**config.mk**
```make
export PLATFORM = sky130hd
export DESIGN_NAME = pfc_regs
export DESIGN_NICKNAME = d
export VERILOG_FILES = /design/src/rtl/pfc_pkg.sv /design/src/rtl/pfc_cfg_if.sv /design/src/rtl/pfc_regs.sv /design/src/rtl/pfc_trap.sv /design/src/rtl/pfc_subdec.sv
export SDC_FILE = /design/constraint.sdc
export NUM_CORES = 1
export LEC_CHECK = 0
export ABC_AREA = 0
export BUFFER_PORTS_ARGS = -buffer_cell sky130_fd_sc_hd__buf_2
export CORE_MARGIN = 1.5
export CORE_UTILIZATION = 54
export DETAILED_ROUTE_END_ITERATION = 12
export PLACE_DENSITY = 0.84
export RECOVER_POWER = 100
export SETUP_SLACK_MARGIN = 0.05
export SLEW_MARGIN = 15
export SYNTH_ARGS = -nofsm -noshare
export SYNTH_HDL_FRONTEND = slang
export SYNTH_HIERARCHICAL = 1
export SYNTH_SLANG_ARGS = --single-unit
```
**constraint.sdc**
```tcl
create_clock -name ref_clk -period 5.4 [get_ports ref_clk]
set_input_delay 0.81 -clock ref_clk [delete_from_list [all_inputs] [get_ports ref_clk]]
set_output_delay 0.81 -clock ref_clk [all_outputs]
set_load 0.01 [all_outputs]
```
**src/rtl/pfc_pkg.sv**
```systemverilog
// Purpose: Shared constants and types of the bridge function control registers.
// Assumes: Byte-wide configuration accesses on the PCI clock.
// Notes:   Each offset, field position, reset value and count is named once here.
package pfc_pkg;

	// Configuration indexes of the three control registers and of the trap-exempt window.
	localparam logic [7:0] PFC_IDX_CTL1      = 8'h40;
	localparam logic [7:0] PFC_IDX_CTL2      = 8'h41;
	localparam logic [7:0] PFC_IDX_CTL3      = 8'h42;
	localparam logic [7:0] PFC_IDX_TRAP_LO   = 8'h40;
	localparam logic [7:0] PFC_IDX_TRAP_HI   = 8'h43;

	// Reset values.
	localparam logic [7:0] PFC_RST_CTL1      = 8'h89;
	localparam logic [7:0] PFC_RST_CTL2      = 8'h10;
	localparam logic [7:0] PFC_RST_CTL3      = 8'hAC;

	// Writable bits; everything else is fixed or reserved.
	localparam logic [7:0] PFC_WMASK_CTL1    = 8'hF8;
	localparam logic [7:0] PFC_WMASK_CTL2    = 8'hFF;
	localparam logic [7:0] PFC_WMASK_CTL3    = 8'hFF;
	localparam logic [7:0] PFC_FIXED_CTL1    = 8'h01;

	// Control register one fields.
	localparam int PFC_C1_INTACK             = 7;
	localparam int PFC_C1_LEGACY_HI          = 6;
	localparam int PFC_C1_LEGACY_LO          = 5;
	localparam int PFC_C1_WRBUF              = 3;
	localparam int PFC_C1_FIXED_WIDTH        = 0;

	// Control register two fields.
	localparam int PFC_C2_SINGLE             = 7;
	localparam int PFC_C2_IDE_TRAP           = 6;
	localparam int PFC_C2_PERR_SERR          = 5;
	localparam int PFC_C2_XBUF               = 4;
	localparam int PFC_C2_PM_TRAP            = 3;
	localparam int PFC_C2_SUBDEC_HI          = 2;
	localparam int PFC_C2_SUBDEC_LO          = 1;
	localparam int PFC_C2_BR_TRAP            = 0;

	// Control register three fields.
	localparam int PFC_C3_USB_PIN            = 7;
	localparam int PFC_C3_USB_STAT           = 6;
	localparam int PFC_C3_DELAYED            = 5;
	localparam int PFC_C3_USB_DMA_PRI        = 4;
	localparam int PFC_C3_NO_ARB_BUF         = 3;
	localparam int PFC_C3_HOLD_REQ           = 2;

	// Status bit positions in the power management SMI status registers.
	localparam int PFC_TOP_CFG_TRAP_BIT      = 9;
	localparam int PFC_SEC_CFG_TRAP_BIT      = 5;
	localparam int PFC_TOP_USB_BIT           = 14;

	// Depth of the internal-bus to PCI write buffer, in bytes.
	localparam int PFC_XBUF_BYTES            = 16;

	// Subtractive decode sample points, in clocks counted from FRAME# active.
	localparam logic [2:0] PFC_SD_DEFAULT_CLK = 3'h4;
	localparam logic [2:0] PFC_SD_SLOW_CLK    = 3'h3;
	localparam logic [1:0] PFC_SD_MODE_DEFAULT = 2'h0;
	localparam logic [1:0] PFC_SD_MODE_SLOW    = 2'h1;

	// Configuration function numbers of the device.
	typedef enum logic [1:0] {
		PFC_FN_BRIDGE,
		PFC_FN_PM,
		PFC_FN_IDE,
		PFC_FN_OTHER
	} pfc_func_t;

	// Subtractive decode sequencer states.
	typedef enum logic [1:0] {
		PFC_SD_IDLE,
		PFC_SD_COUNT,
		PFC_SD_BUSY
	} pfc_sd_state_t;

endpackage

```
**src/rtl/pfc_cfg_if.sv**
```systemverilog
// Purpose: Carries one configuration access from the register bank to its trap decoder.
// Assumes: Signals are valid for the single cycle in which valid is high.
// Notes:   The bank drives the access; the decoder only reads it.
`timescale 1ns/1ps
`default_nettype none
interface pfc_cfg_if;
	import pfc_pkg::*;
	logic       valid;
	logic       wr;
	pfc_func_t  func;
	logic [7:0] idx;

	modport src (output valid, output wr, output func, output idx);
	modport snk (input valid, input wr, input func, input idx);
endinterface
`default_nettype wire

```
**src/rtl/pfc_regs.sv**
```systemverilog
// Purpose: Bridge function control registers and the small logic they steer.
// Assumes: Configuration accesses arrive as one-cycle strobes on ref_clk.
// Notes:   Read data and every output but the tied-low serr_n_out come from flip-flops.
`timescale 1ns/1ps
`default_nettype none
// Function
// - Control one bit 3 enables buffering of PCI slave writes.
// - Control one bit 0 always reads one and ignores writes.
// - Control two bit 7 forces single-beat PCI accesses, else bursts.
// - Control two bit 6 traps IDE function header accesses into SMI.
// - A trapped access sets top status bit 9 and second bit 5.
// - Control two bit 5 makes driven or seen PERR# assert SERR#.
// - Control two bit 4 enables a 16-byte internal-bus to PCI write buffer.
// - Control two bit 3 traps power management header accesses into SMI.
// - Unclaimed PCI cycles are claimed subtractively, timed by control two bits 2:1.
// - Field 00 samples clock four, 01 clock three, 1x disables.
// - Control two bit 0 traps bridge header accesses except indexes 40h-43h.
// - Control three bit 7 routes USB SMI onto the SMI pin.
// - Control three bit 6 routes USB SMI to top status bit 14.
// - Control three bit 5 allows delayed transactions on PCI.
// - Control three bit 4 gives USB DMA priority over other DMA.
// - Control three bit 3 allows target buffering without internal-bus arbitration.
module pfc_regs (
	input  wire logic                 ref_clk,
	input  wire logic                 arst_n,
	// Configuration access from the host.
	input  wire logic                 cfg_rd,
	input  wire logic                 cfg_wr,
	input  wire pfc_pkg::pfc_func_t   cfg_func,
	input  wire logic [7:0]           cfg_idx,
	input  wire logic [7:0]           cfg_wdata,
	output logic [7:0]                cfg_rdata,
	output logic                      cfg_ack,
	output logic                      cfg_trapped,
	// SMI status set pulses toward the power management function.
	output logic                      smi_top_cfg_set,
	output logic                      smi_sec_cfg_set,
	output logic                      smi_top_usb_set,
	input  wire logic                 usb_smi,
	output logic                      sys_mgmt_irq_pin_n,
	// Parity error forwarding; SERR# is open drain.
	input  wire logic                 perr_drive,
	input  wire logic                 perr_n_in,
	output logic                      serr_n_out,
	output logic                      serr_n_oe,
	// Subtractive decode.
	input  wire logic                 frame_n,
	input  wire logic                 devsel_n,
	output logic                      subtr_claim,
	// DMA arbitration.
	input  wire logic                 usb_dma_req,
	input  wire logic                 other_dma_req,
	output logic                      usb_dma_gnt,
	output logic                      other_dma_gnt,
	// Control levels to the bus logic.
	output logic                      intack_resp_en,
	output logic [1:0]                legacy_emul,
	output logic                      slave_wr_buf_en,
	output logic                      single_access_select,
	output logic                      xbus_wr_buf_en,
	output logic [4:0]                xbus_wr_buf_bytes,
	output logic                      delayed_txn_en,
	output logic                      no_arb_buf_en,
	output logic                      hold_req_en
);
	import pfc_pkg::*;

	logic [7:0] ctl1_r, ctl1_nxt;
	logic [7:0] ctl2_r, ctl2_nxt;
	logic [7:0] ctl3_r, ctl3_nxt;
	logic [7:0] rdata_r, rdata_nxt;
	logic       ack_r, ack_nxt;
	logic       trapped_r, trapped_nxt;
	logic       top_cfg_r, top_cfg_nxt;
	logic       sec_cfg_r, sec_cfg_nxt;
	logic       top_usb_r, top_usb_nxt;
	logic       smi_pin_n_r, smi_pin_n_nxt;
	logic       serr_oe_r, serr_oe_nxt;
	logic       usb_gnt_r, usb_gnt_nxt;
	logic       oth_gnt_r, oth_gnt_nxt;
	logic [4:0] xbytes_r, xbytes_nxt;
	logic       trap_hit;
	logic       claim;
	logic       access;
	logic       own_hit;

	pfc_cfg_if acc_if ();

	// Merge a write under a mask so fixed and reserved bits keep their value.
	function automatic logic [7:0] pfc_merge(input logic [7:0] old_v,
	                                         input logic [7:0] new_v,
	                                         input logic [7:0] mask);
		pfc_merge = (old_v & ~mask) | (new_v & mask);
	endfunction

	// Bridge-function index match.
	function automatic logic pfc_is_reg(input pfc_func_t fn,
	                                    input logic [7:0] idx,
	                                    input logic [7:0] want);
		pfc_is_reg = (fn == PFC_FN_BRIDGE) && (idx == want);
	endfunction

	assign access       = cfg_rd || cfg_wr;
	assign acc_if.valid = access;
	assign acc_if.wr    = cfg_wr;
	assign acc_if.func  = cfg_func;
	assign acc_if.idx   = cfg_idx;

	// Trap decoder on the access path.
	pfc_trap u_trap (
		.acc         (acc_if),
		.br_trap_en  (ctl2_r[PFC_C2_BR_TRAP]),
		.pm_trap_en  (ctl2_r[PFC_C2_PM_TRAP]),
		.ide_trap_en (ctl2_r[PFC_C2_IDE_TRAP]),
		.trap        (trap_hit)
	);

	// Subtractive claim sequencer.
	pfc_subdec u_subdec (
		.ref_clk  (ref_clk),
		.arst_n   (arst_n),
		.mode     (ctl2_r[PFC_C2_SUBDEC_HI:PFC_C2_SUBDEC_LO]),
		.frame_n  (frame_n),
		.devsel_n (devsel_n),
		.claim    (claim)
	);

	// Register writes. A trapped access never updates, but the bank's own
	// indexes are exempt from the trap, so software can always unlock it.
	always_comb begin
		ctl1_nxt = ctl1_r;
		ctl2_nxt = ctl2_r;
		ctl3_nxt = ctl3_r;
		if (cfg_wr && !trap_hit) begin
			if (pfc_is_reg(cfg_func, cfg_idx, PFC_IDX_CTL1)) begin
				ctl1_nxt = pfc_merge(ctl1_r, cfg_wdata, PFC_WMASK_CTL1) | PFC_FIXED_CTL1;
			end
			if (pfc_is_reg(cfg_func, cfg_idx, PFC_IDX_CTL2)) begin
				ctl2_nxt = pfc_merge(ctl2_r, cfg_wdata, PFC_WMASK_CTL2);
			end
			if (pfc_is_reg(cfg_func, cfg_idx, PFC_IDX_CTL3)) begin
				ctl3_nxt = pfc_merge(ctl3_r, cfg_wdata, PFC_WMASK_CTL3);
			end
		end
		// Byte limit is zero while the buffer is off, so writes go straight through.
		xbytes_nxt = ctl2_nxt[PFC_C2_XBUF] ? 5'(PFC_XBUF_BYTES) : 5'h00;
	end

	// Read data and completion. Indexes outside the bank read zero.
	always_comb begin
		own_hit     = pfc_is_reg(cfg_func, cfg_idx, PFC_IDX_CTL1) ||
		              pfc_is_reg(cfg_func, cfg_idx, PFC_IDX_CTL2) ||
		              pfc_is_reg(cfg_func, cfg_idx, PFC_IDX_CTL3);
		rdata_nxt   = 8'h00;
		ack_nxt     = access && !trap_hit && own_hit;
		trapped_nxt = trap_hit;
		if (cfg_rd && !trap_hit) begin
			if (pfc_is_reg(cfg_func, cfg_idx, PFC_IDX_CTL1)) begin
				rdata_nxt = ctl1_r | PFC_FIXED_CTL1;
			end else if (pfc_is_reg(cfg_func, cfg_idx, PFC_IDX_CTL2)) begin
				rdata_nxt = ctl2_r;
			end else if (pfc_is_reg(cfg_func, cfg_idx, PFC_IDX_CTL3)) begin
				rdata_nxt = ctl3_r;
			end
		end
	end

	// SMI reporting. The status registers live in the power management
	// function, so this bank only issues set pulses toward them; the USB one stays high while usb_smi is high and control three bit 6 is set.
	always_comb begin
		top_cfg_nxt   = trap_hit;
		sec_cfg_nxt   = trap_hit;
		top_usb_nxt   = usb_smi && ctl3_r[PFC_C3_USB_STAT];
		smi_pin_n_nxt = !(usb_smi && ctl3_r[PFC_C3_USB_PIN]);
	end

	// SERR# follows parity errors while enabled; open drain, so only the
	// enable moves and the driven level is always low.
	always_comb begin
		serr_oe_nxt = ctl2_r[PFC_C2_PERR_SERR] && (perr_drive || !perr_n_in);
	end

	// DMA arbitration; without priority the other requester wins ties, which
	// keeps the legacy controller's behaviour unchanged by default.
	always_comb begin
		usb_gnt_nxt = 1'b0;
		oth_gnt_nxt = 1'b0;
		if (usb_dma_req && (ctl3_r[PFC_C3_USB_DMA_PRI] || !other_dma_req)) begin
			usb_gnt_nxt = 1'b1;
		end else if (other_dma_req) begin
			oth_gnt_nxt = 1'b1;
		end
	end

	// All state registers.
	always_ff @(posedge ref_clk or negedge arst_n) begin
		if (!arst_n) begin
			ctl1_r      <= PFC_RST_CTL1;
			ctl2_r      <= PFC_RST_CTL2;
			ctl3_r      <= PFC_RST_CTL3;
			rdata_r     <= 8'h00;
			ack_r       <= 1'b0;
			trapped_r   <= 1'b0;
			top_cfg_r   <= 1'b0;
			sec_cfg_r   <= 1'b0;
			top_usb_r   <= 1'b0;
			smi_pin_n_r <= 1'b1;
			serr_oe_r   <= 1'b0;
			usb_gnt_r   <= 1'b0;
			oth_gnt_r   <= 1'b0;
			xbytes_r    <= PFC_RST_CTL2[PFC_C2_XBUF] ? 5'(PFC_XBUF_BYTES) : 5'h00;
		end else begin
			ctl1_r      <= ctl1_nxt;
			ctl2_r      <= ctl2_nxt;
			ctl3_r      <= ctl3_nxt;
			rdata_r     <= rdata_nxt;
			ack_r       <= ack_nxt;
			trapped_r   <= trapped_nxt;
			top_cfg_r   <= top_cfg_nxt;
			sec_cfg_r   <= sec_cfg_nxt;
			top_usb_r   <= top_usb_nxt;
			smi_pin_n_r <= smi_pin_n_nxt;
			serr_oe_r   <= serr_oe_nxt;
			usb_gnt_r   <= usb_gnt_nxt;
			oth_gnt_r   <= oth_gnt_nxt;
			xbytes_r    <= xbytes_nxt;
		end
	end

	// Outputs taken straight from the registers above, except serr_n_out tied low and subtr_claim from the sequencer.
	assign cfg_rdata            = rdata_r;
	assign cfg_ack              = ack_r;
	assign cfg_trapped          = trapped_r;
	assign smi_top_cfg_set      = top_cfg_r;
	assign smi_sec_cfg_set      = sec_cfg_r;
	assign smi_top_usb_set      = top_usb_r;
	assign sys_mgmt_irq_pin_n   = smi_pin_n_r;
	assign serr_n_out           = 1'b0;
	assign serr_n_oe            = serr_oe_r;
	assign subtr_claim          = claim;
	assign usb_dma_gnt          = usb_gnt_r;
	assign other_dma_gnt        = oth_gnt_r;
	assign intack_resp_en       = ctl1_r[PFC_C1_INTACK];
	assign legacy_emul          = ctl1_r[PFC_C1_LEGACY_HI:PFC_C1_LEGACY_LO];
	assign slave_wr_buf_en      = ctl1_r[PFC_C1_WRBUF];
	assign single_access_select = ctl2_r[PFC_C2_SINGLE];
	assign xbus_wr_buf_en       = ctl2_r[PFC_C2_XBUF];
	assign xbus_wr_buf_bytes    = xbytes_r;
	assign delayed_txn_en       = ctl3_r[PFC_C3_DELAYED];
	assign no_arb_buf_en        = ctl3_r[PFC_C3_NO_ARB_BUF];
	assign hold_req_en          = ctl3_r[PFC_C3_HOLD_REQ];
endmodule
`default_nettype wire

```
**src/rtl/pfc_trap.sv**
```systemverilog
// Purpose: Decides whether a configuration access is trapped into an SMI.
// Assumes: Trap enables come from control register two.
// Notes:   Purely combinational; the bank registers the result.
`timescale 1ns/1ps
`default_nettype none
module pfc_trap (
	pfc_cfg_if.snk  acc,
	input  wire logic br_trap_en,
	input  wire logic pm_trap_en,
	input  wire logic ide_trap_en,
	output logic      trap
);
	import pfc_pkg::*;

	// The bridge's own control window stays reachable so a trap can be undone.
	always_comb begin
		trap = 1'b0;
		if (acc.valid) begin
			unique case (acc.func)
				PFC_FN_BRIDGE: trap = br_trap_en &&
					!(acc.idx >= PFC_IDX_TRAP_LO && acc.idx <= PFC_IDX_TRAP_HI);
				PFC_FN_PM:     trap = pm_trap_en;
				PFC_FN_IDE:    trap = ide_trap_en;
				PFC_FN_OTHER:  trap = 1'b0;
			endcase
		end
	end
endmodule
`default_nettype wire

```
**src/rtl/pfc_subdec.sv**
```systemverilog
// Purpose: Claims unclaimed PCI cycles at a programmable sample clock.
// Assumes: frame_n and devsel_n are synchronous bus samples.
// Notes:   A claim is a one-cycle pulse on the sample clock.
`timescale 1ns/1ps
`default_nettype none
module pfc_subdec (
	input  wire logic       ref_clk,
	input  wire logic       arst_n,
	input  wire logic [1:0] mode,
	input  wire logic       frame_n,
	input  wire logic       devsel_n,
	output logic            claim
);
	import pfc_pkg::*;

	pfc_sd_state_t state_r, state_nxt;
	logic [2:0]    cnt_r, cnt_nxt;
	logic          claim_r, claim_nxt;
	logic [2:0]    target;

	// Sample point from the mode field; the upper mode bit disables claiming.
	always_comb begin
		target = (mode == PFC_SD_MODE_SLOW) ? PFC_SD_SLOW_CLK : PFC_SD_DEFAULT_CLK;
	end

	// Count from the clock where FRAME# is first seen; FRAME# may drop before
	// the sample point on a single data phase, so the count does not watch it.
	always_comb begin
		state_nxt = state_r;
		cnt_nxt   = cnt_r;
		claim_nxt = 1'b0;
		unique case (state_r)
			PFC_SD_IDLE: begin
				if (!frame_n && !mode[1]) begin
					state_nxt = PFC_SD_COUNT;
					cnt_nxt   = 3'h2;
				end
			end
			PFC_SD_COUNT: begin
				// Disabling mid-count must also stop a claim already on its way.
				if (!devsel_n || mode[1]) begin
					state_nxt = PFC_SD_BUSY;
				end else if (cnt_r == target) begin
					claim_nxt = 1'b1;
					state_nxt = PFC_SD_BUSY;
				end else begin
					cnt_nxt = cnt_r + 3'h1;
				end
			end
			PFC_SD_BUSY: begin
				if (frame_n) begin
					state_nxt = PFC_SD_IDLE;
				end
			end
			default: begin
				state_nxt = PFC_SD_IDLE;
			end
		endcase
	end

	// State registers.
	always_ff @(posedge ref_clk or negedge arst_n) begin
		if (!arst_n) begin
			state_r <= PFC_SD_IDLE;
			cnt_r   <= 3'h0;
			claim_r <= 1'b0;
		end else begin
			state_r <= state_nxt;
			cnt_r   <= cnt_nxt;
			claim_r <= claim_nxt;
		end
	end

	assign claim = claim_r;
endmodule
`default_nettype wire

```
==> metrics.cfg, run 1 <==
[timing]
final.min_clock_period_ps=2607
setup_viol=0
worst_pin_slew_ps=2131
tns_ps=0
finalMaxSlewViolations=43
hold_viol_final=0
finalCritPeriodShare_pct=48.27
clock-skew-final_ps=11.35
maxSlewHeadroom_pct=-42.09
timing.hold.ws_ps=468.3
max_freq_ghz=0.3836
rsz0062_at_grt=false

[drt]
met3_length_um=278
final_antenna_net_count=0
via_count=1417
vias_per_cell=5.471
wl_mm=3.975
firstDrtPassIters=4
wl_per_cell_um=15.35
drt-met1-wl_mm=1.713
routed.top_layer=met4
drt_iter0_markers=100
drc_errors=0
routed-wl-met2_mm=1.899

[yosys]
synth_seq_cells=42
synth_edf_count=0
syn_inst=158
ys_types=43
seq_area_frac_synth_pct=53.20
synth-main-ff-cell=dfrtp_1
async_reset_ff_share_pct=100.0
yosys_warnings=6
syn-cell-area_um2=1994
avgSynthCellArea_um2=12.62

[clock_tree]
insertion_delay_ps=300
clockBufferDepth=2
cts.clk_slew.worst_paths_ps=90
cts-root-buf=clkbuf_8
cts_num_sinks=42
cts_setup_buffers=0
cts_tree=yes
cts_resized=0
hold_buffers=0
cts-buffers-inserted=5
h-tree-depth=2

[die]
num_rows=21
io_pins=62
start_util_pct=57.94
coreArea_um2=3442
die_h_um=63.77
die-width_um=63.77
die_area_um2=4067

[outcome]
run_status=finished with violations
violations=max-capacitance violations, max-slew violations

[critical_path]
crit_slowest_cell=nand4_1
timing.rr.start=ctl2_r[6]
path_max_fanout=8
end_kind=flip-flop
cp_cell_sequence=clkbuf_1, nor4_1, nand2_1, and3_1, nor2b_1, nand4_1, mux2_2
worstPathArrival_ps=2790
cpLargestDelayFamily=simple AND/OR/NAND/NOR gates
worst_setup_path_start_kind=input pin
worstRegToRegCells=6
r2r_end=ctl2_r[5]
critPathMaxStageDelay_ps=460
endpoint=ctl2_r[5]
required_ps=5580
crit_type=input pin to flip-flop
cp-startpoint=cfg_idx[2]
path_depth=7
r2r_setup_slack_ps=3190
cp.buffers_inverters=1

[place]
dpl.hpwl_mm=2.754
io_buffers=56
place_congestion=0.8135

[global_routing]
grt_max_degree=43
gr-total-overflow=0
grt_antenna_before_repair=0
grt_util_all_layers_pct=21.41
grt_pass1_wl_mm=6.555
grt_pass1_vias=1359

[power_and_ir_drop]
power_density_nw_per_um2=293.0
irDropWorstVdd_v=0.0001723
p_leak_nw=1.071

[cells_and_area]
final_nets=242
area_growth_syn_to_layout_pct=13.99
diodes=0
num-fill-cells=290
final_common_cell=dfrtp_1
final_cell_mix=dfrtp_1 (34), buf_2 (32), clkbuf_1 (24)
drive_gt1_share_pct=32.86

[hold_path]
hp-class=flip-flop to flip-flop

[flow_run]
max_cap_violations=1

[stage by stage]
step           power [mW]  worst slack (ps)  cell area [um^2]  cells  utilization, %
2_1_floorplan      0.4238              3076              2009    162               -
3_3_place_gp       0.4535              2802              2257    251           65.58
3_5_place_dp       0.4587              2725              2257    251           65.58
4_1_cts            0.6700              2867              2352    259           68.34
5_1_grt            0.7017              2584              2273    259           66.05
6_report           0.6660              2793              2273    259           66.05
[worst min-delay path by stage]
| stage | start | endpoint | slack (ps) | depth (start not counted) |
|---|---|---|---|---|
| after global placement | ctl3_r[7] | sys_mgmt_irq_pin_n | 450 | 1 |
| after detailed placement | ctl3_r[7] | sys_mgmt_irq_pin_n | 460 | 1 |
| after floorplan | ctl3_r[7] | sys_mgmt_irq_pin_n | 430 | 1 |
| after CTS | ctl3_r[7] | sys_mgmt_irq_pin_n | 470 | 1 |
| final | ctl3_r[7] | sys_mgmt_irq_pin_n | 470 | 1 |
| after global routing | ctl3_r[7] | sys_mgmt_irq_pin_n | 490 | 1 |
[Yosys cell counts, types with 2 or more instances]
cell | n | area [um^2]
nand2b_1 | 3 | 18.77
mux2_2 | 22 | 247.7
nand4_4 | 2 | 42.54
mux2i_1 | 6 | 60.06
nor2b_1 | 5 | 31.28
nor3b_1 | 2 | 15.01
dfrtp_1 | 34 | 850.8
a21oi_1 | 6 | 30.03
buf_2 | 3 | 15.01
a22oi_1 | 2 | 15.01
a21boi_0 | 2 | 15.01
a2bb2oi_1 | 2 | 17.52
inv_1 | 6 | 22.52
nand2_1 | 8 | 30.03
or2_2 | 3 | 18.77
nor2_1 | 9 | 33.78
buf_4 | 10 | 75.07
dfstp_2 | 8 | 210.2
[logic make-up (layout without fill, tap and decap cells)]
family | after synthesis | after routing | share of synthesized area, %
other cells | 1 | 5 | 0.1880
buf+inv | 19 | 70 | 5.646
compound gates | 21 | 21 | 7.904
simple gates | 46 | 46 | 17.00
mux | 28 | 28 | 15.43
fa+ha+maj | 1 | 1 | 0.6273
flops | 42 | 42 | 53.20
[cell type report]
cell class | instances | area (um^2) | area share (%)
repair buffers | 56 | 250.2 | 11.01
clock inverters | 2 | 12.51 | 0.5504
multi-input cells | 101 | 787.0 | 34.62
well taps | 46 | 57.56 | 2.532
inverters | 6 | 22.52 | 0.9906
clock buffers | 6 | 82.58 | 3.632
flip-flops and latches | 42 | 1061 | 46.67
[metal layers]
metal	track usage (%)	vias to the layer above
li1	-	655
met1	26.88	685
met4	9.511	0
met5	0	-
met2	35.13	65
met3	5.282	12
[flip-flops by register name, summed over array words and instances (netlist names)]
| register | count |
|---|---|
| cfg_ack | 1 |
| cfg_rdata | 8 |
| ctl1_r | 5 |
| ctl2_r | 7 |
| ctl3_r | 8 |
| other_dma_gnt | 1 |
| serr_n_oe | 1 |
| smi_sec_cfg_set | 1 |
| smi_top_usb_set | 1 |
| sys_mgmt_irq_pin_n | 1 |
| u_subdec/claim | 1 |
| u_subdec/cnt_r | 3 |
| u_subdec/state_r | 2 |
| usb_dma_gnt | 1 |
| xbus_wr_buf_bytes | 1 |
[report_power, final]
part / leakage [nW] / switching [mW] / internal (mW)
clock: 0.0472 / 0.111 / 0.103
sequential: 0.548 / 0.0221 / 0.334
combinational: 0.476 / 0.0539 / 0.0426
No activity file was read; power rests on OpenSTA's default activity.
==> run 2: changes to the inputs <==
Settings changed: CORE_UTILIZATION 54 to 50, PLACE_DENSITY 0.84 to 0.78.
Clock period 5.4 ns to 2.73 ns, I/O delays scaled along.
==> run 2 against run 1 <==
  * The flow now finishes without violations
  * Sequential power is 98% higher
  * Global-route usage is 2.5 points lower
  * Die area is 7.6% higher
  * Total power is 110% higher
  * Design area is 1.3% higher
  * Highest routed layer unchanged
==> metrics.cfg, run 2 (synthesis gave the netlist of run 1 again) <==
[timing]
max_freq_ghz=0.4683
rsz0062_at_grt=false
maxSlewHeadroom_pct=40.99  ; +83 points
setup_viol=0  ; unchanged
timing.final.ws_setup_ps=594.6  ; -2199 ps
hold_viol_final=0  ; unchanged
finalMaxSlewViolations=0  ; -100%
finalCritPeriodShare_pct=78.22
final.min_clock_period_ps=2135
clock-skew-final_ps=4.030  ; -7.323 ps
tns_ps=0  ; unchanged
worst_pin_slew_ps=885.1  ; -1246 ps

[clock_tree]
cts_num_sinks=42  ; unchanged
cts_tree=yes
cts_resized=0  ; unchanged
h-tree-depth=2  ; unchanged
cts-root-buf=clkbuf_8
cts-buffers-inserted=5  ; unchanged
cts.clk_slew.worst_paths_ps=70  ; -20 ps
insertion_delay_ps=290  ; about the same
cts_setup_buffers=0  ; unchanged
hold_buffers=0  ; unchanged
clockBufferDepth=2  ; unchanged

[critical_path]
required_ps=2910  ; -2670 ps
crit_slowest_cell=nand4_1
r2r_setup_slack_ps=590  ; -2600 ps
worstPathArrival_ps=2310  ; -480 ps
path_max_fanout=8  ; unchanged
cpLargestDelayFamily=simple AND/OR/NAND/NOR gates
crit_type=flip-flop to flip-flop
critPathMaxStageDelay_ps=470  ; about the same
cp.buffers_inverters=0  ; -1
end_kind=flip-flop
worst_setup_path_start_kind=flip-flop
cp_cell_sequence=mux2i_1, o21ai_0, and3_1, nor2b_1, nand4_1, mux2_2

[cells_and_area]
fin_area_um2=2303  ; +1.3%
diodes=0  ; unchanged
final_nets=243  ; +0.41%
drive_gt1_share_pct=33.33  ; +0.47 points
fin_cells=261  ; +0.77%
final_cell_mix=dfrtp_1 (34), buf_2 (34), clkbuf_1 (22)
num-fill-cells=337  ; +16%
area_growth_syn_to_layout_pct=15.50

[drt]
wl_mm=3.753  ; -5.6%
drt_iter0_markers=107  ; +7.0%
wl_per_cell_um=14.38  ; -6.3%
via_count=1378  ; -2.8%
final_antenna_net_count=0  ; unchanged
drc_errors=0  ; unchanged
vias_per_cell=5.280  ; -3.5%
firstDrtPassIters=4  ; unchanged

[die]
io_pins=62  ; unchanged
die-width_um=66.16  ; +3.7%
coreArea_um2=3744  ; +8.8%
die_h_um=66.16  ; +3.7%
start_util_pct=53.28  ; -4.7 points
die_area_um2=4376  ; +7.6%
num_rows=22  ; +4.8%

[power_and_ir_drop]
pwr-share-comb_pct=13.4  ; -1.1 points
swShare_pct=24.69  ; -3.4 points
power_density_nw_per_um2=598.4  ; +100%
power.net_switching_mw=0.3403  ; +82%
p_leak_nw=1.092  ; +2.0%
finalPower_mw=1.378  ; +110%
internal_power_mw=1.038  ; +120%
clkPwrFrac_pct=35.5  ; +3.4 points
pwr-share-seq_pct=51.2  ; -2.2 points
irDropWorstVdd_v=0.0004009  ; +130%

[outcome]
run_status=completed

[global_routing]
grt_pass1_wl_mm=5.982  ; -8.7%
busiest_layer=met2
gr-total-overflow=0  ; unchanged
grt_antenna_before_repair=0  ; unchanged
grt_pass1_vias=1297  ; -4.6%
met1_usage_pct=25.56  ; -1.3 points
grt_util_all_layers_pct=18.93  ; -2.5 points
grt_util_met3_pct=4.089  ; -1.2 points
grtUsageMet2_pct=29.13  ; -6.0 points
grt_max_degree=43  ; unchanged

[place]
place_congestion=0.7605  ; -6.5%
io_buffers=56  ; unchanged
dpl.hpwl_mm=2.682  ; -2.6%
dp_worst_setup_slack_ps=484.7  ; -2241 ps
dp.cells=254  ; +1.2%
dpl_cell_area_um2=2267  ; +0.44%

[hold_path]
hp-class=input pin to async pin

[flow_run]
max_cap_violations=0  ; -1

run 2: worst reg2reg max path, stage by stage (launching register included):
cell     delay [ps]
dfrtp_1         400
mux2i_1         150
o21ai_0         100
and3_1          220
nor2b_1         240
nand4_1         470
mux2_2          450
run 2: cell type report:
class / count / area (um^2) / share of cell area [%]
multi-input cells: 101 / 787.0 / 34.17
clock inverters: 1 / 30.03 / 1.304
clock buffers: 6 / 82.58 / 3.585
inverters: 6 / 22.52 / 0.9777
repair buffers: 57 / 260.3 / 11.30
well taps: 48 / 60.06 / 2.607
flip-flops and latches: 42 / 1061 / 46.06
run 2: metrics by stage:
stage	util [%]	hold slack [ps]
global route	61.53	270.3
global placement	60.56	455.2
CTS	63.57	259.9
detailed placement	60.56	466.1
finish	61.53	233.1
floorplan	-	113.9
run 2: worst paths after layout:
kind / to / depth (start not counted) / start
setup / recovery: ctl3_r[1] / 6 / ctl2_r[6]
hold / removal: u_subdec/claim / 1 / arst_n
setup reg to reg: ctl3_r[1] / 6 / ctl2_r[6]
hold reg to reg: sys_mgmt_irq_pin_n / 1 / ctl3_r[7]
max in group asynchronous: cfg_ack / 1 / arst_n
min in group ref_clk: sys_mgmt_irq_pin_n / 2 / usb_smi
run 2: power by group through the flow:
stage	clock network (mW)	registers [mW]	logic [mW]
5_1_grt	0.523	0.714	0.212
2_1_floorplan	0	0.706	0.132
3_5_place_dp	0	0.715	0.191
4_1_cts	0.501	0.705	0.191
3_3_place_gp	0	0.714	0.187
6_report	0.489	0.705	0.184
run 2: routing by layer:
metal	share of wire (%)	routed length (um)	vias up
met5	0	0	-
met4	1.9	72	0
met3	5.4	202	8
met2	48	1801	40
met1	45	1676	677
li1	-	-	653
==> run 3: changes to the inputs <==
Settings changed: ABC_AREA 0 to 1, CORE_UTILIZATION 50 to 47, PLACE_DENSITY 0.78 to 0.76.
Clock period 2.73 ns to 1.9 ns, I/O delays scaled along.
==> run 3 against run 2 <==
  * The run now ends with max-capacitance violations, max-slew violations left
  * First-iteration DRC count grew 10%
  * Combinational power rose by 110%
  * Global-route usage about the same
  * Area after synthesis grew 10%
  * Via count grew 27%
  * Non-clock buffer count up 6
  * Cell count up 39%
  * Clock power increased by 73%
  * Worst setup slack got worse by 290 ps
  * Fmax grew 33%
  * Total power up 62%
  * Critical endpoint is now cfg_ack
  * Largest cell class unchanged
  * Largest power group unchanged
  * Highest routed layer unchanged
==> metrics.cfg, run 3 <==
[yosys]
seq_area_frac_synth_pct=48.32  ; -4.9 points
synth.area.mux_share_pct=0  ; -15 points
synthAdderAreaFrac_pct=0.5698  ; -0.058 points
syn_inst=249  ; +58%
synth_seq_cells=42  ; unchanged
synth_top_family_by_area=simple AND/OR/NAND/NOR gates
avgSynthCellArea_um2=8.819  ; -30%
synth_edf_count=0  ; unchanged
synth-main-ff-cell=dfrtp_1
synth_area_leader_cell=dfrtp_1
syn-cell-area_um2=2196  ; +10%
async_reset_ff_share_pct=100.0  ; unchanged
synth_area_leaders=dfrtp_1 (39%), dfstp_2 (9.6%), nand2_1 (9.2%), o21ai_2 (6.4%), nand3_1 (5.5%)
yosys_warnings=6  ; unchanged
synth_compound_gate_area_share_pct=10.26  ; +2.4 points
synth_common_cells=nand2_1 (54), dfrtp_1 (34), inv_1 (26)
yosysMostFrequentCell=nand2_1
yosysTopAreaCellShare_pct=38.75  ; -3.9 points
yosys.area_share.xor_xnor_pct=0.3989  ; +0.40 points
synthSimpleGateAreaFrac_pct=29.57  ; +13 points
ys_types=32  ; -26%

[cells_and_area]
diodes=0  ; unchanged
final_common_cell=nand2_1
num-fill-cells=421  ; +25%
final_nets=339  ; +40%
fin_area_um2=2527  ; +9.7%
final-seq-area_um2=1061  ; unchanged
multiInputGateArea_um2=860.8  ; +9.4%
drive_gt1_share_pct=25.16  ; -8.2 points
area_growth_syn_to_layout_pct=15.10
final_cell_mix=nand2_1 (55), dfrtp_1 (34), buf_2 (33)

[outcome]
run_status=finished with violations
violations=max-capacitance violations, max-slew violations

[drt]
drc_errors=0  ; unchanged
via_count=1749  ; +27%
wl_mm=4.530  ; +21%
final_antenna_net_count=0  ; unchanged
vias_per_cell=4.831  ; -8.5%
wl_per_cell_um=12.51  ; -13%
drt_iter0_markers=118  ; +10%
firstDrtPassIters=4  ; unchanged

[power_and_ir_drop]
p_leak_nw=1.335  ; +22%
irDropWorstVdd_v=0.0005498  ; +37%
power_density_nw_per_um2=883.5  ; +48%

[global_routing]
grt_max_degree=32  ; -26%
grt_pass1_wl_mm=7.555  ; +26%
grt_util_all_layers_pct=18.88  ; -0.045 points
met1_usage_pct=22.78  ; -2.8 points
busiest_layer=met2
grtUsageMet2_pct=33.54  ; +4.4 points
grt_antenna_before_repair=0  ; unchanged
grt_util_met3_pct=4.782  ; +0.69 points
grt_pass1_vias=1687  ; +30%
gr-total-overflow=0  ; unchanged

[timing]
tns_ps=0  ; unchanged
max_freq_ghz=0.6251  ; +33%
finalMaxSlewViolations=32  ; +32
clock-skew-final_ps=9.918  ; +5.889 ps
finalCritPeriodShare_pct=84.20  ; +6.0 points
hold_viol_final=0  ; unchanged
final.min_clock_period_ps=1600  ; -535.5 ps
setup_viol=0  ; unchanged
rsz0062_at_grt=false
worst_pin_slew_ps=1585  ; +699.7 ps
maxSlewHeadroom_pct=-5.658  ; -47 points

[clock_tree]
hold_buffers=0  ; unchanged
cts_num_sinks=42  ; unchanged
h-tree-depth=2  ; unchanged
clockBufferDepth=2  ; unchanged
cts_tree=yes
insertion_delay_ps=290  ; about the same
cts-root-buf=clkbuf_8
cts_setup_buffers=0  ; unchanged
cts_resized=0  ; unchanged
cts.clk_slew.worst_paths_ps=80  ; about the same
cts-buffers-inserted=5  ; unchanged

[critical_path]
required_ps=2100  ; -810 ps
worstPathArrival_ps=1800  ; -510 ps
worst_setup_path_start_kind=flip-flop
end_kind=flip-flop
crit_type=flip-flop to flip-flop
path_max_fanout=8  ; unchanged

[place]
dpl_cell_area_um2=2486  ; +9.7%
io_buffers=56  ; unchanged
dpl.hpwl_mm=3.374  ; +26%
place_congestion=0.8507  ; +12%

[die]
die_area_um2=5091  ; +16%
coreArea_um2=4414  ; +18%
io_pins=62  ; unchanged
die-width_um=71.35  ; +7.9%
start_util_pct=49.74  ; -3.5 points
num_rows=24  ; +9.1%
die_h_um=71.35  ; +7.9%

[hold_path]
hp-class=input pin to flip-flop

[flow_run]
max_cap_violations=1  ; +1

==> run 3: where the power goes <==
part / leakage, nW / switching [mW] / internal (mW)
clock: 0.0683 / 0.319 / 0.527
sequential: 0.550 / 0.0587 / 0.950
combinational: 0.717 / 0.235 / 0.143
==> run 3: logic make-up (layout without fill, tap and decap cells) <==
family,Yosys count,after routing
compound gates,30,30
xor+xnor,1,1
fa+ha+maj,1,1
buf+inv,44,101
flops,42,42
other cells,1,5
simple gates,130,130
==> run 3: final timing paths <==
kind | to | slack, ps | cells after the start | start
max | cfg_ack | 300 | 8 | ctl2_r[3]
min | sys_mgmt_irq_pin_n | 130 | 2 | usb_smi
max reg2reg | cfg_ack | 300 | 8 | ctl2_r[3]
min reg2reg | ctl3_r[0] | 490 | 2 | ctl3_r[0]
max in group asynchronous | u_subdec/state_r[1] | 520 | 2 | arst_n
min in group asynchronous | cfg_rdata[7] | 370 | 1 | arst_n
==> run 3: routing by layer <==
metal,part of all wire [%],vias up,routed length (um)
met5,0,-,0
met2,51,44,2326
met3,5.5,2,248
li1,-,890,-
met4,0.42,0,19
met1,43,813,1936
==> run 3: stage by stage <==
step | hold WS [ps] | utilization, % | total power [mW] | instances | worst slack, ps
after floorplan | -10.59 | - | 1.310 | 253 | 460.3
final | 127.0 | 57.26 | 2.233 | 362 | 300.1
after global placement | 348.7 | 56.32 | 1.409 | 354 | 373.8
after CTS | 44.80 | 59.44 | 2.269 | 362 | 370.4
after global routing | 120.1 | 57.26 | 2.365 | 362 | 146.4
after detailed placement | 361.8 | 56.32 | 1.424 | 354 | 330.5
==> run 3: critical path, cell delays in order (launching register included) <==
cell and delay (ps):
dfrtp_1 430, nand2_2 80, nand3_1 90, nand2_2 70, a21oi_1 60, nor2_1 120, clkbuf_1 340, o22ai_1 150
nor3_1 180
==> run 3: layout make-up <==
cell class | count | area share [%]
flip-flops and latches | 42 | 41.98
multi-input cells | 167 | 34.06
repair buffers | 63 | 11.49
inverters | 30 | 4.455
clock buffers | 5 | 2.723
clock inverters | 3 | 2.723
well taps | 52 | 2.574
